File: config.mk
export PLATFORM = sky130hd
export DESIGN_NAME = sld_top
export DESIGN_NICKNAME = d
export VERILOG_FILES = /design/src/rtl/sld_pkg.sv /design/src/rtl/sld_top.sv /design/src/rtl/sld_fifo.sv
export VERILOG_INCLUDE_DIRS = /design/src /design/src/rtl
export SDC_FILE = /design/constraint.sdc
export NUM_CORES = 1
export LEC_CHECK = 0
export BUFFER_PORTS_ARGS = -buffer_cell sky130_fd_sc_hd__buf_2
export CAP_MARGIN = 10
export CELL_PAD_IN_SITES_DETAIL_PLACEMENT = 0
export CELL_PAD_IN_SITES_GLOBAL_PLACEMENT = 1
export CORE_ASPECT_RATIO = 0.9
export CORE_MARGIN = 5
export CORE_UTILIZATION = 35
export DETAILED_ROUTE_END_ITERATION = 10
export MAX_ROUTING_LAYER = met4
export PLACE_DENSITY = 0.7
export SLEW_MARGIN = 5
export SYNTH_ARGS = -nofsm -noshare
export SYNTH_HDL_FRONTEND = slang
export SYNTH_HIERARCHICAL = 1
export SYNTH_SLANG_ARGS = --single-unit
File: constraint.sdc
create_clock -name CLK -period 2.7 [get_ports CLK]
set_clock_uncertainty 0.2 [all_clocks]
set_input_delay 0.81 -clock CLK [delete_from_list [all_inputs] [get_ports CLK]]
set_output_delay 0.81 -clock CLK [all_outputs]
set_load 0.1 [all_outputs]
File: src/rtl/sld_consts.svh
`ifndef SLD_CONSTS_SVH
`define SLD_CONSTS_SVH

// ****************************************************************
// Shape of the driver
// ****************************************************************
`define SLD_STAGES      8
`define SLD_FIFO_DEPTH  4
`define SLD_SHIFT_DIV   1

// ****************************************************************
// Pin slots in the synchroniser vector
// ****************************************************************
`define SLD_PINS        4
`define SLD_PIN_SDI     0
`define SLD_PIN_SCLK    1
`define SLD_PIN_STRB    2
`define SLD_PIN_OE      3

// ****************************************************************
// Reset values
// ****************************************************************
`define SLD_SYNC_RST    4'h8
`define SLD_DATA_RST    8'h00
`define SLD_RSTS_RST    2'h0
`define SLD_RSTS_ON     2'h3

`endif

File: src/rtl/sld_pkg.sv
`include "sld_consts.svh"

package sld_pkg;

  typedef logic [`SLD_STAGES-1:0] sld_word_t;
  typedef logic [`SLD_PINS-1:0]   sld_pins_t;

endpackage

File: src/rtl/sld_top.sv
`timescale 1ns/1ps
`include "sld_consts.svh"

// Summary of operation
// - A rising edge of the shift clock puts the serial input into the bit buffer, which feeds the first stage; edges while it is full are dropped.
// - Each bit taken from the buffer moves every stage one place toward the serial output; else nothing moves.
// - The serial output shows the last stage so further devices can be chained.
// - While the strobe is high all stages are copied into their latches in parallel.
// - Latches follow the stages while the strobe is high and until the bits buffered at its fall have shifted in, then hold.
// - With output enable low each driver output shows its own latch.
// - With output enable high every driver output is forced low.
// - Output enable never touches the stages or the latches, it only gates the drivers.
// - There are eight latches, one per driver, sharing one strobe and one output enable.
module sld_top import sld_pkg::*; #(
  parameter int STAGES     = `SLD_STAGES,
  parameter int FIFO_DEPTH = `SLD_FIFO_DEPTH,
  parameter int SHIFT_DIV  = `SLD_SHIFT_DIV
) (
  // Clock and reset
  input  wire logic              CLK,
  input  wire logic              RST_B,
  // Host pins
  input  wire logic              SDI,
  input  wire logic              SCLK,
  input  wire logic              STRB,
  input  wire logic              OUT_EN_B,
  // Drivers
  output logic      [STAGES-1:0] DRV,
  // Cascade and flow
  output logic                   SDO,
  output logic                   BIT_RDY
);

  // ****************************************************************
  // Reset release
  // ****************************************************************
  logic [1:0] rst_sync;
  logic       rst_n;

  always_ff @(posedge CLK or negedge RST_B) begin
    if (!RST_B) begin
      rst_sync <= `SLD_RSTS_RST;
    end else begin
      rst_sync <= {rst_sync[0], 1'b1};
    end
  end

  assign rst_n = rst_sync[1];

  // ****************************************************************
  // State
  // ****************************************************************
  localparam int DW = (SHIFT_DIV > 1) ? $clog2(SHIFT_DIV) : 1;
  localparam logic [DW-1:0] DIV_LAST = DW'(SHIFT_DIV - 1);
  localparam int FW = $clog2(FIFO_DEPTH + 1);

  typedef struct packed {
    sld_pins_t         meta;
    sld_pins_t         sync;
    logic              sclk_prev;
    logic [DW-1:0]     div;
    logic              tick;
    logic [STAGES-1:0] sr;
    logic              open;
    logic [FW-1:0]     fill;
    logic [FW-1:0]     pend;
    logic [STAGES-1:0] latch;
    logic [STAGES-1:0] drv;
    logic              sdo;
    logic              rdy;
  } sld_top_s;

  sld_top_s s;
  sld_top_s next_s;

  // Named views of the synchronised pins
  logic sdi_s;
  logic sclk_s;
  logic strb_s;
  logic oe_s;

  assign sdi_s  = s.sync[`SLD_PIN_SDI];
  assign sclk_s = s.sync[`SLD_PIN_SCLK];
  assign strb_s = s.sync[`SLD_PIN_STRB];
  assign oe_s   = s.sync[`SLD_PIN_OE];

  // ****************************************************************
  // Bit buffer between edge detector and shift stages
  // ****************************************************************
  logic sclk_rise;
  logic fill_ready;
  logic drain_valid;
  logic drain_ready;
  logic drain_bit;
  logic drain_fire;
  logic fill_push;

  assign sclk_rise   = sclk_s && !s.sclk_prev;
  assign fill_push   = sclk_rise && fill_ready;
  assign drain_ready = s.tick;
  assign drain_fire  = drain_valid && drain_ready;

  sld_fifo #(
    .WIDTH (1),
    .DEPTH (FIFO_DEPTH)
  ) u_bits (
    .clk       (CLK),
    .rst_n     (rst_n),
    .in_valid  (sclk_rise),
    .in_ready  (fill_ready),
    .in_data   (sdi_s),
    .out_valid (drain_valid),
    .out_ready (drain_ready),
    .out_data  (drain_bit)
  );

  // ****************************************************************
  // Next state
  // ****************************************************************
  always_comb begin
    next_s = s;
    // Pins sampled twice; host setup and hold keep the data steady at the edge
    next_s.meta      = {OUT_EN_B, STRB, SCLK, SDI};
    next_s.sync      = s.meta;
    next_s.sclk_prev = sclk_s;

    // Shift pacing; a slower rate lets the buffer really fill
    if (s.div == DIV_LAST) begin
      next_s.div  = '0;
      next_s.tick = 1'b1;
    end else begin
      next_s.div  = s.div + 1'b1;
      next_s.tick = 1'b0;
    end

    if (drain_fire) begin
      next_s.sr = {s.sr[STAGES-2:0], drain_bit};
    end

    // Count buffered bits; those taken before the strobe fell still reach the latch
    next_s.fill = s.fill + FW'(fill_push) - FW'(drain_fire);
    if (strb_s) begin
      next_s.pend = next_s.fill;
    end else if (drain_fire && (s.pend != '0)) begin
      next_s.pend = s.pend - 1'b1;
    end
    // Bits arriving after the fall never reopen it
    next_s.open = strb_s || (s.pend != '0);
    if (next_s.open) begin
      next_s.latch = next_s.sr;
    end

    // Enable gates the drivers only
    next_s.drv = oe_s ? '0 : next_s.latch;
    next_s.sdo = next_s.sr[STAGES-1];
    next_s.rdy = fill_ready;
  end

  // ****************************************************************
  // Registers
  // ****************************************************************
  always_ff @(posedge CLK or negedge rst_n) begin
    if (!rst_n) begin
      // Enable held inactive so drivers stay off until loaded
      s.meta      <= `SLD_SYNC_RST;
      s.sync      <= `SLD_SYNC_RST;
      s.sclk_prev <= 1'b0;
      s.div       <= '0;
      s.tick      <= 1'b0;
      s.sr        <= STAGES'(`SLD_DATA_RST);
      s.open      <= 1'b0;
      s.fill      <= '0;
      s.pend      <= '0;
      s.latch     <= STAGES'(`SLD_DATA_RST);
      s.drv       <= STAGES'(`SLD_DATA_RST);
      s.sdo       <= 1'b0;
      s.rdy       <= 1'b0;
    end else begin
      s <= next_s;
    end
  end

  assign DRV     = s.drv;
  assign SDO     = s.sdo;
  assign BIT_RDY = s.rdy;

  // ****************************************************************
  // Checks
  // ****************************************************************
  chk_shift_in: assert property (
    @(posedge CLK) disable iff (!rst_n)
    drain_fire |=> (s.sr[0] == $past(drain_bit)) &&
                   (s.sr[STAGES-1:1] == $past(s.sr[STAGES-2:0]))
  ) else $error("shift stage did not take the buffered bit");

  chk_shift_hold: assert property (
    @(posedge CLK) disable iff (!rst_n)
    !drain_fire |=> $stable(s.sr)
  ) else $error("shift stages moved without a clock edge");

  chk_cascade_out: assert property (
    @(posedge CLK) disable iff (!rst_n)
    drain_fire |=> (SDO == $past(s.sr[STAGES-2]))
  ) else $error("serial output does not follow last stage");

  chk_latch_closed: assert property (
    @(posedge CLK) disable iff (!rst_n)
    (!strb_s && (s.pend == '0)) |=> $stable(s.latch)
  ) else $error("latch moved after strobe fell");

  chk_pend_bound: assert property (
    @(posedge CLK) disable iff (!rst_n)
    s.pend <= s.fill
  ) else $error("pending count beyond buffered bits");

  chk_strobe_open: assert property (
    @(posedge CLK) disable iff (!rst_n)
    strb_s |=> s.open && (s.latch == s.sr)
  ) else $error("latch not copying stages under strobe");

  chk_latch_hold: assert property (
    @(posedge CLK) disable iff (!rst_n)
    (!s.open ##1 !s.open) |-> $stable(s.latch)
  ) else $error("closed latch changed");

  chk_out_active: assert property (
    @(posedge CLK) disable iff (!rst_n)
    !oe_s |=> DRV == $past(next_s.latch)
  ) else $error("enabled drivers do not show latches");

  chk_out_disabled: assert property (
    @(posedge CLK) disable iff (!rst_n)
    oe_s |=> DRV == '0
  ) else $error("disabled drivers not low");

  chk_enable_isolated: assert property (
    @(posedge CLK) disable iff (!rst_n)
    ($changed(oe_s) && !drain_fire && !s.open && !strb_s) |=> $stable(s.sr) && $stable(s.latch)
  ) else $error("enable disturbed stages or latches");

  chk_edge_buffered: assert property (
    @(posedge CLK) disable iff (!rst_n)
    (sclk_rise && fill_ready && !drain_valid) |=> drain_valid
  ) else $error("clock edge not captured into buffer");

endmodule

File: src/rtl/sld_fifo.sv
`timescale 1ns/1ps
`include "sld_consts.svh"

module sld_fifo import sld_pkg::*; #(
  parameter int WIDTH = 1,
  parameter int DEPTH = `SLD_FIFO_DEPTH
) (
  // Clock and reset
  input  wire logic             clk,
  input  wire logic             rst_n,
  // Fill side
  input  wire logic             in_valid,
  output logic                  in_ready,
  input  wire logic [WIDTH-1:0] in_data,
  // Drain side
  output logic                  out_valid,
  input  wire logic             out_ready,
  output logic      [WIDTH-1:0] out_data
);

  localparam int PW = (DEPTH > 1) ? $clog2(DEPTH) : 1;
  localparam int CW = $clog2(DEPTH + 1);
  localparam logic [PW-1:0] PTR_LAST = PW'(DEPTH - 1);
  localparam logic [CW-1:0] CNT_FULL = CW'(DEPTH);

  typedef struct packed {
    logic [DEPTH-1:0][WIDTH-1:0] mem;
    logic [PW-1:0]               wp;
    logic [PW-1:0]               rp;
    logic [CW-1:0]               cnt;
  } sld_fifo_s;

  sld_fifo_s s;
  sld_fifo_s next_s;
  logic      push;
  logic      pop;

  assign in_ready  = (s.cnt != CNT_FULL);
  assign out_valid = (s.cnt != '0);
  assign out_data  = s.mem[s.rp];
  assign push      = in_valid && in_ready;
  assign pop       = out_valid && out_ready;

  always_comb begin
    next_s = s;
    if (push) begin
      next_s.mem[s.wp] = in_data;
      next_s.wp        = (s.wp == PTR_LAST) ? '0 : s.wp + 1'b1;
    end
    if (pop) begin
      next_s.rp = (s.rp == PTR_LAST) ? '0 : s.rp + 1'b1;
    end
    if (push && !pop) begin
      next_s.cnt = s.cnt + 1'b1;
    end else if (pop && !push) begin
      next_s.cnt = s.cnt - 1'b1;
    end
  end

  always_ff @(posedge clk or negedge rst_n) begin
    if (!rst_n) begin
      s <= '0;
    end else begin
      s <= next_s;
    end
  end

endmodule

==> results.ini <==
[logic_synthesis]
syn_area_sq_um=2306
synth-edff-count=0
synth_area_leader_cell=dfrtp_1
synthArstFlopShare_pct=100.0
ys.flop_type=dfrtp_1
synthMuxAreaShare_pct=8.193
yosysTopAreaCellShare_pct=56.43
synthCells=180
synth-seq-cells=54
syn_area_per_cell_sq_um=12.81
yosysSeqAreaShare_pct=58.71
synthXorXnorAreaFrac_pct=2.279
ys_types=33
synth_top_family_by_area=compound AO/OA/AOI/OAI gates
yosys.area_share.simple_pct=8.464
synth_adder_area_share_pct=6.620
ys_warn_count=6
synth_compound_area_share_pct=8.519
synthTopCellsByArea=dfrtp_1 56%, ha_1 4.9%, a211oi_2 4.3%, mux2i_1 3.5%, buf_4 2.6%

[routing]
final_antenna_net_count=0
vias_per_cell=4.294
via_count=1228
remaining_drc_errors=0
wirelength_um=3295
drtPass1Iterations=4
wire_per_inst_um=11.52
drt_iter0_drc=34

[final_layout]
diodes=0
syn2layout_area_growth_pct=10.80
num-nets-final=212
mostFrequentLayoutCell=dfrtp_1
final_cell_mix=51 x dfrtp_1, 16 x inv_1, 15 x buf_2
layout-drive-gt1-share_pct=23.47
final_area_sq_um=2555
instances_no_fill=286
fillers=630
postLayoutCoreUtil_pct=39.42

[critical_path]
crit_fanout=6
r2r_cells=8
critical_path.endpoint_type=flip-flop
path_class=reg -> reg
crit_required_ps=2680
startpoint_type=flip-flop
arrival_ps=2380

[clock_network]
postCtsHoldBufs=2
clock-sinks=54
cts-root-buf=clkbuf_8
clk_latency_ps=300
tritoncts=yes
path_clk_slew_ps=100
post_cts_resized=0
cts_buffer_depth=2
numCtsBuffers=5
ctsHtreeMaxLevel=2
post-cts-setup-buffers=0

[timing]
timing.final.crit_share_pct=89.03
tns_ps=0
final_max_slew_viol_count=0
max-slew-margin-rel_pct=42.12
tightest_slew_ps=868.2
hold_viol=0
rsz0062_at_grt=false
layout_min_cycle_time_ps=2404
max_freq_ghz=0.4160
final-setup-viol-count=0
finalWorstSetupSlack_ps=296.3
hold_slack_ps=73.62

[power_and_ir_drop]
cellPowerDensity_nw_per_um2=1239
p_leak_nw=1.234
p_total_mw=3.166
p_sw_mw=1.290
combPwrFrac_pct=42.3
ir_drop_mv=0.8024
intPower_mw=1.877
seqPwrFrac_pct=40.6
p_sw_share_pct=40.73
clock_power_share_pct=17.2

[floorplan]
dieWidth_um=95.56
rows=28
io-pin-count=16
floorplan.die.height_um=87.01
core_sq_um=6481
dieArea_sq_um=8314
initial_utilization_pct=35.58

[placement]
hpwl_um=2325
placement.io_buffers=15
dpl.cell_count=276
postPlaceCellArea_sq_um=2419
gp_congestion=0.7470
place_ws_ps=320.6

[min_path]
min-delay-path-class=in -> async

[global_route]
grt_overflow=0
grt_antenna_before_repair=0
first_global_vias=1253
grt_max_degree=25
grt_usage_pct=9.325
grt_pass1_wl_um=5851

[job]
max_cap_viol_count=0

[status]
status=finished, final reports clean

==> kinds of logic (layout without fill, tap and decap cells) <==
family                     Yosys count  after routing
muxes                               16             16
and+or+nand+nor                     37             37
xor gates and xnor gates             6              6
other                                1              2
AOI/OAI and AO/OA                   26             26
adders and majority gates           11             11
buffers and inverters               29             44
DFF                                 54             54
==> per-layer routing <==
layer / routed length [um] / vias up / share of wire [%] / global-route usage [%]
met5: 0 / - / 0 / -
met4: 47 / 0 / 1.4 / 2.713
met3: 91 / 4 / 2.8 / 2.334
met2: 1464 / 17 / 44 / 14.02
met1: 1691 / 594 / 51 / 12.53
li1: - / 613 / - / -
==> flip-flops by register name, indices dropped and copies added (netlist names) <==
register / flops
s: 24
BIT_RDY: 1
DRV: 8
SDO: 1
oe_s: 1
next_s: 5
drain_ready: 1
rst_sync: 2
u_bits/s: 11
==> layout make-up <==
type / instances / area, sq um / share of cell area (%)
clock buffers: 7 / 86.33 / 3.379
clock inverters: 1 / 30.03 / 1.175
inverters: 16 / 60.06 / 2.351
multi-input cells: 98 / 793.3 / 31.05
flip-flops and latches: 54 / 1355 / 53.04
well taps: 90 / 112.6 / 4.407
repair buffers: 20 / 117.6 / 4.603
==> worst max-delay path, stage by stage, from the launching register on <==
cell     delay [ps]
dfrtp_1         450
nor3b_2         350
inv_1           110
nand2_1         120
xor2_1           80
ha_1            190
fa_1            380
xnor2_1         150
mux2_2          260
==> synthesized netlist by cell type, types with 3 or more instances <==
cell type  count
a211oi_2       8
a21oi_1        8
mux2_2         3
nand2_1       12
nor2_1        13
buf_4          8
ha_1           9
buf_6          3
xor2_1         4
mux2i_1        8
inv_1         16
o21ai_0        8
dfrtp_1       52
==> worst paths after layout <==
kind	start	end	slack, ps
max in group asynchronous	rst_sync[1]$_DFF_PN0_	s[20]$_DFFE_PN0P_	1320
worst max-delay path	u_bits/s[0]$_DFFE_PN0P_	s[20]$_DFFE_PN0P_	300
worst max register to register	u_bits/s[0]$_DFFE_PN0P_	s[20]$_DFFE_PN0P_	300
worst min-delay path	RST_B	rst_sync[0]$_DFF_PN0_	70
min in group CLK	next_s[39]$_DFF_PN1_	oe_s$_DFF_PN1_	160
worst min register to register	rst_sync[1]$_DFF_PN0_	s[36]$_DFF_PN0_	100
==> power groups by stage <==
stage,registers (mW),logic (mW),clock network (mW)
detailed placement,1.31,1.35,0
finish,1.28,1.34,0.543
floorplan,1.37,1.13,0
global route,1.33,1.48,0.603
global placement,1.30,1.34,0
CTS,1.29,1.36,0.567
(Power assumes the default switching activity.)
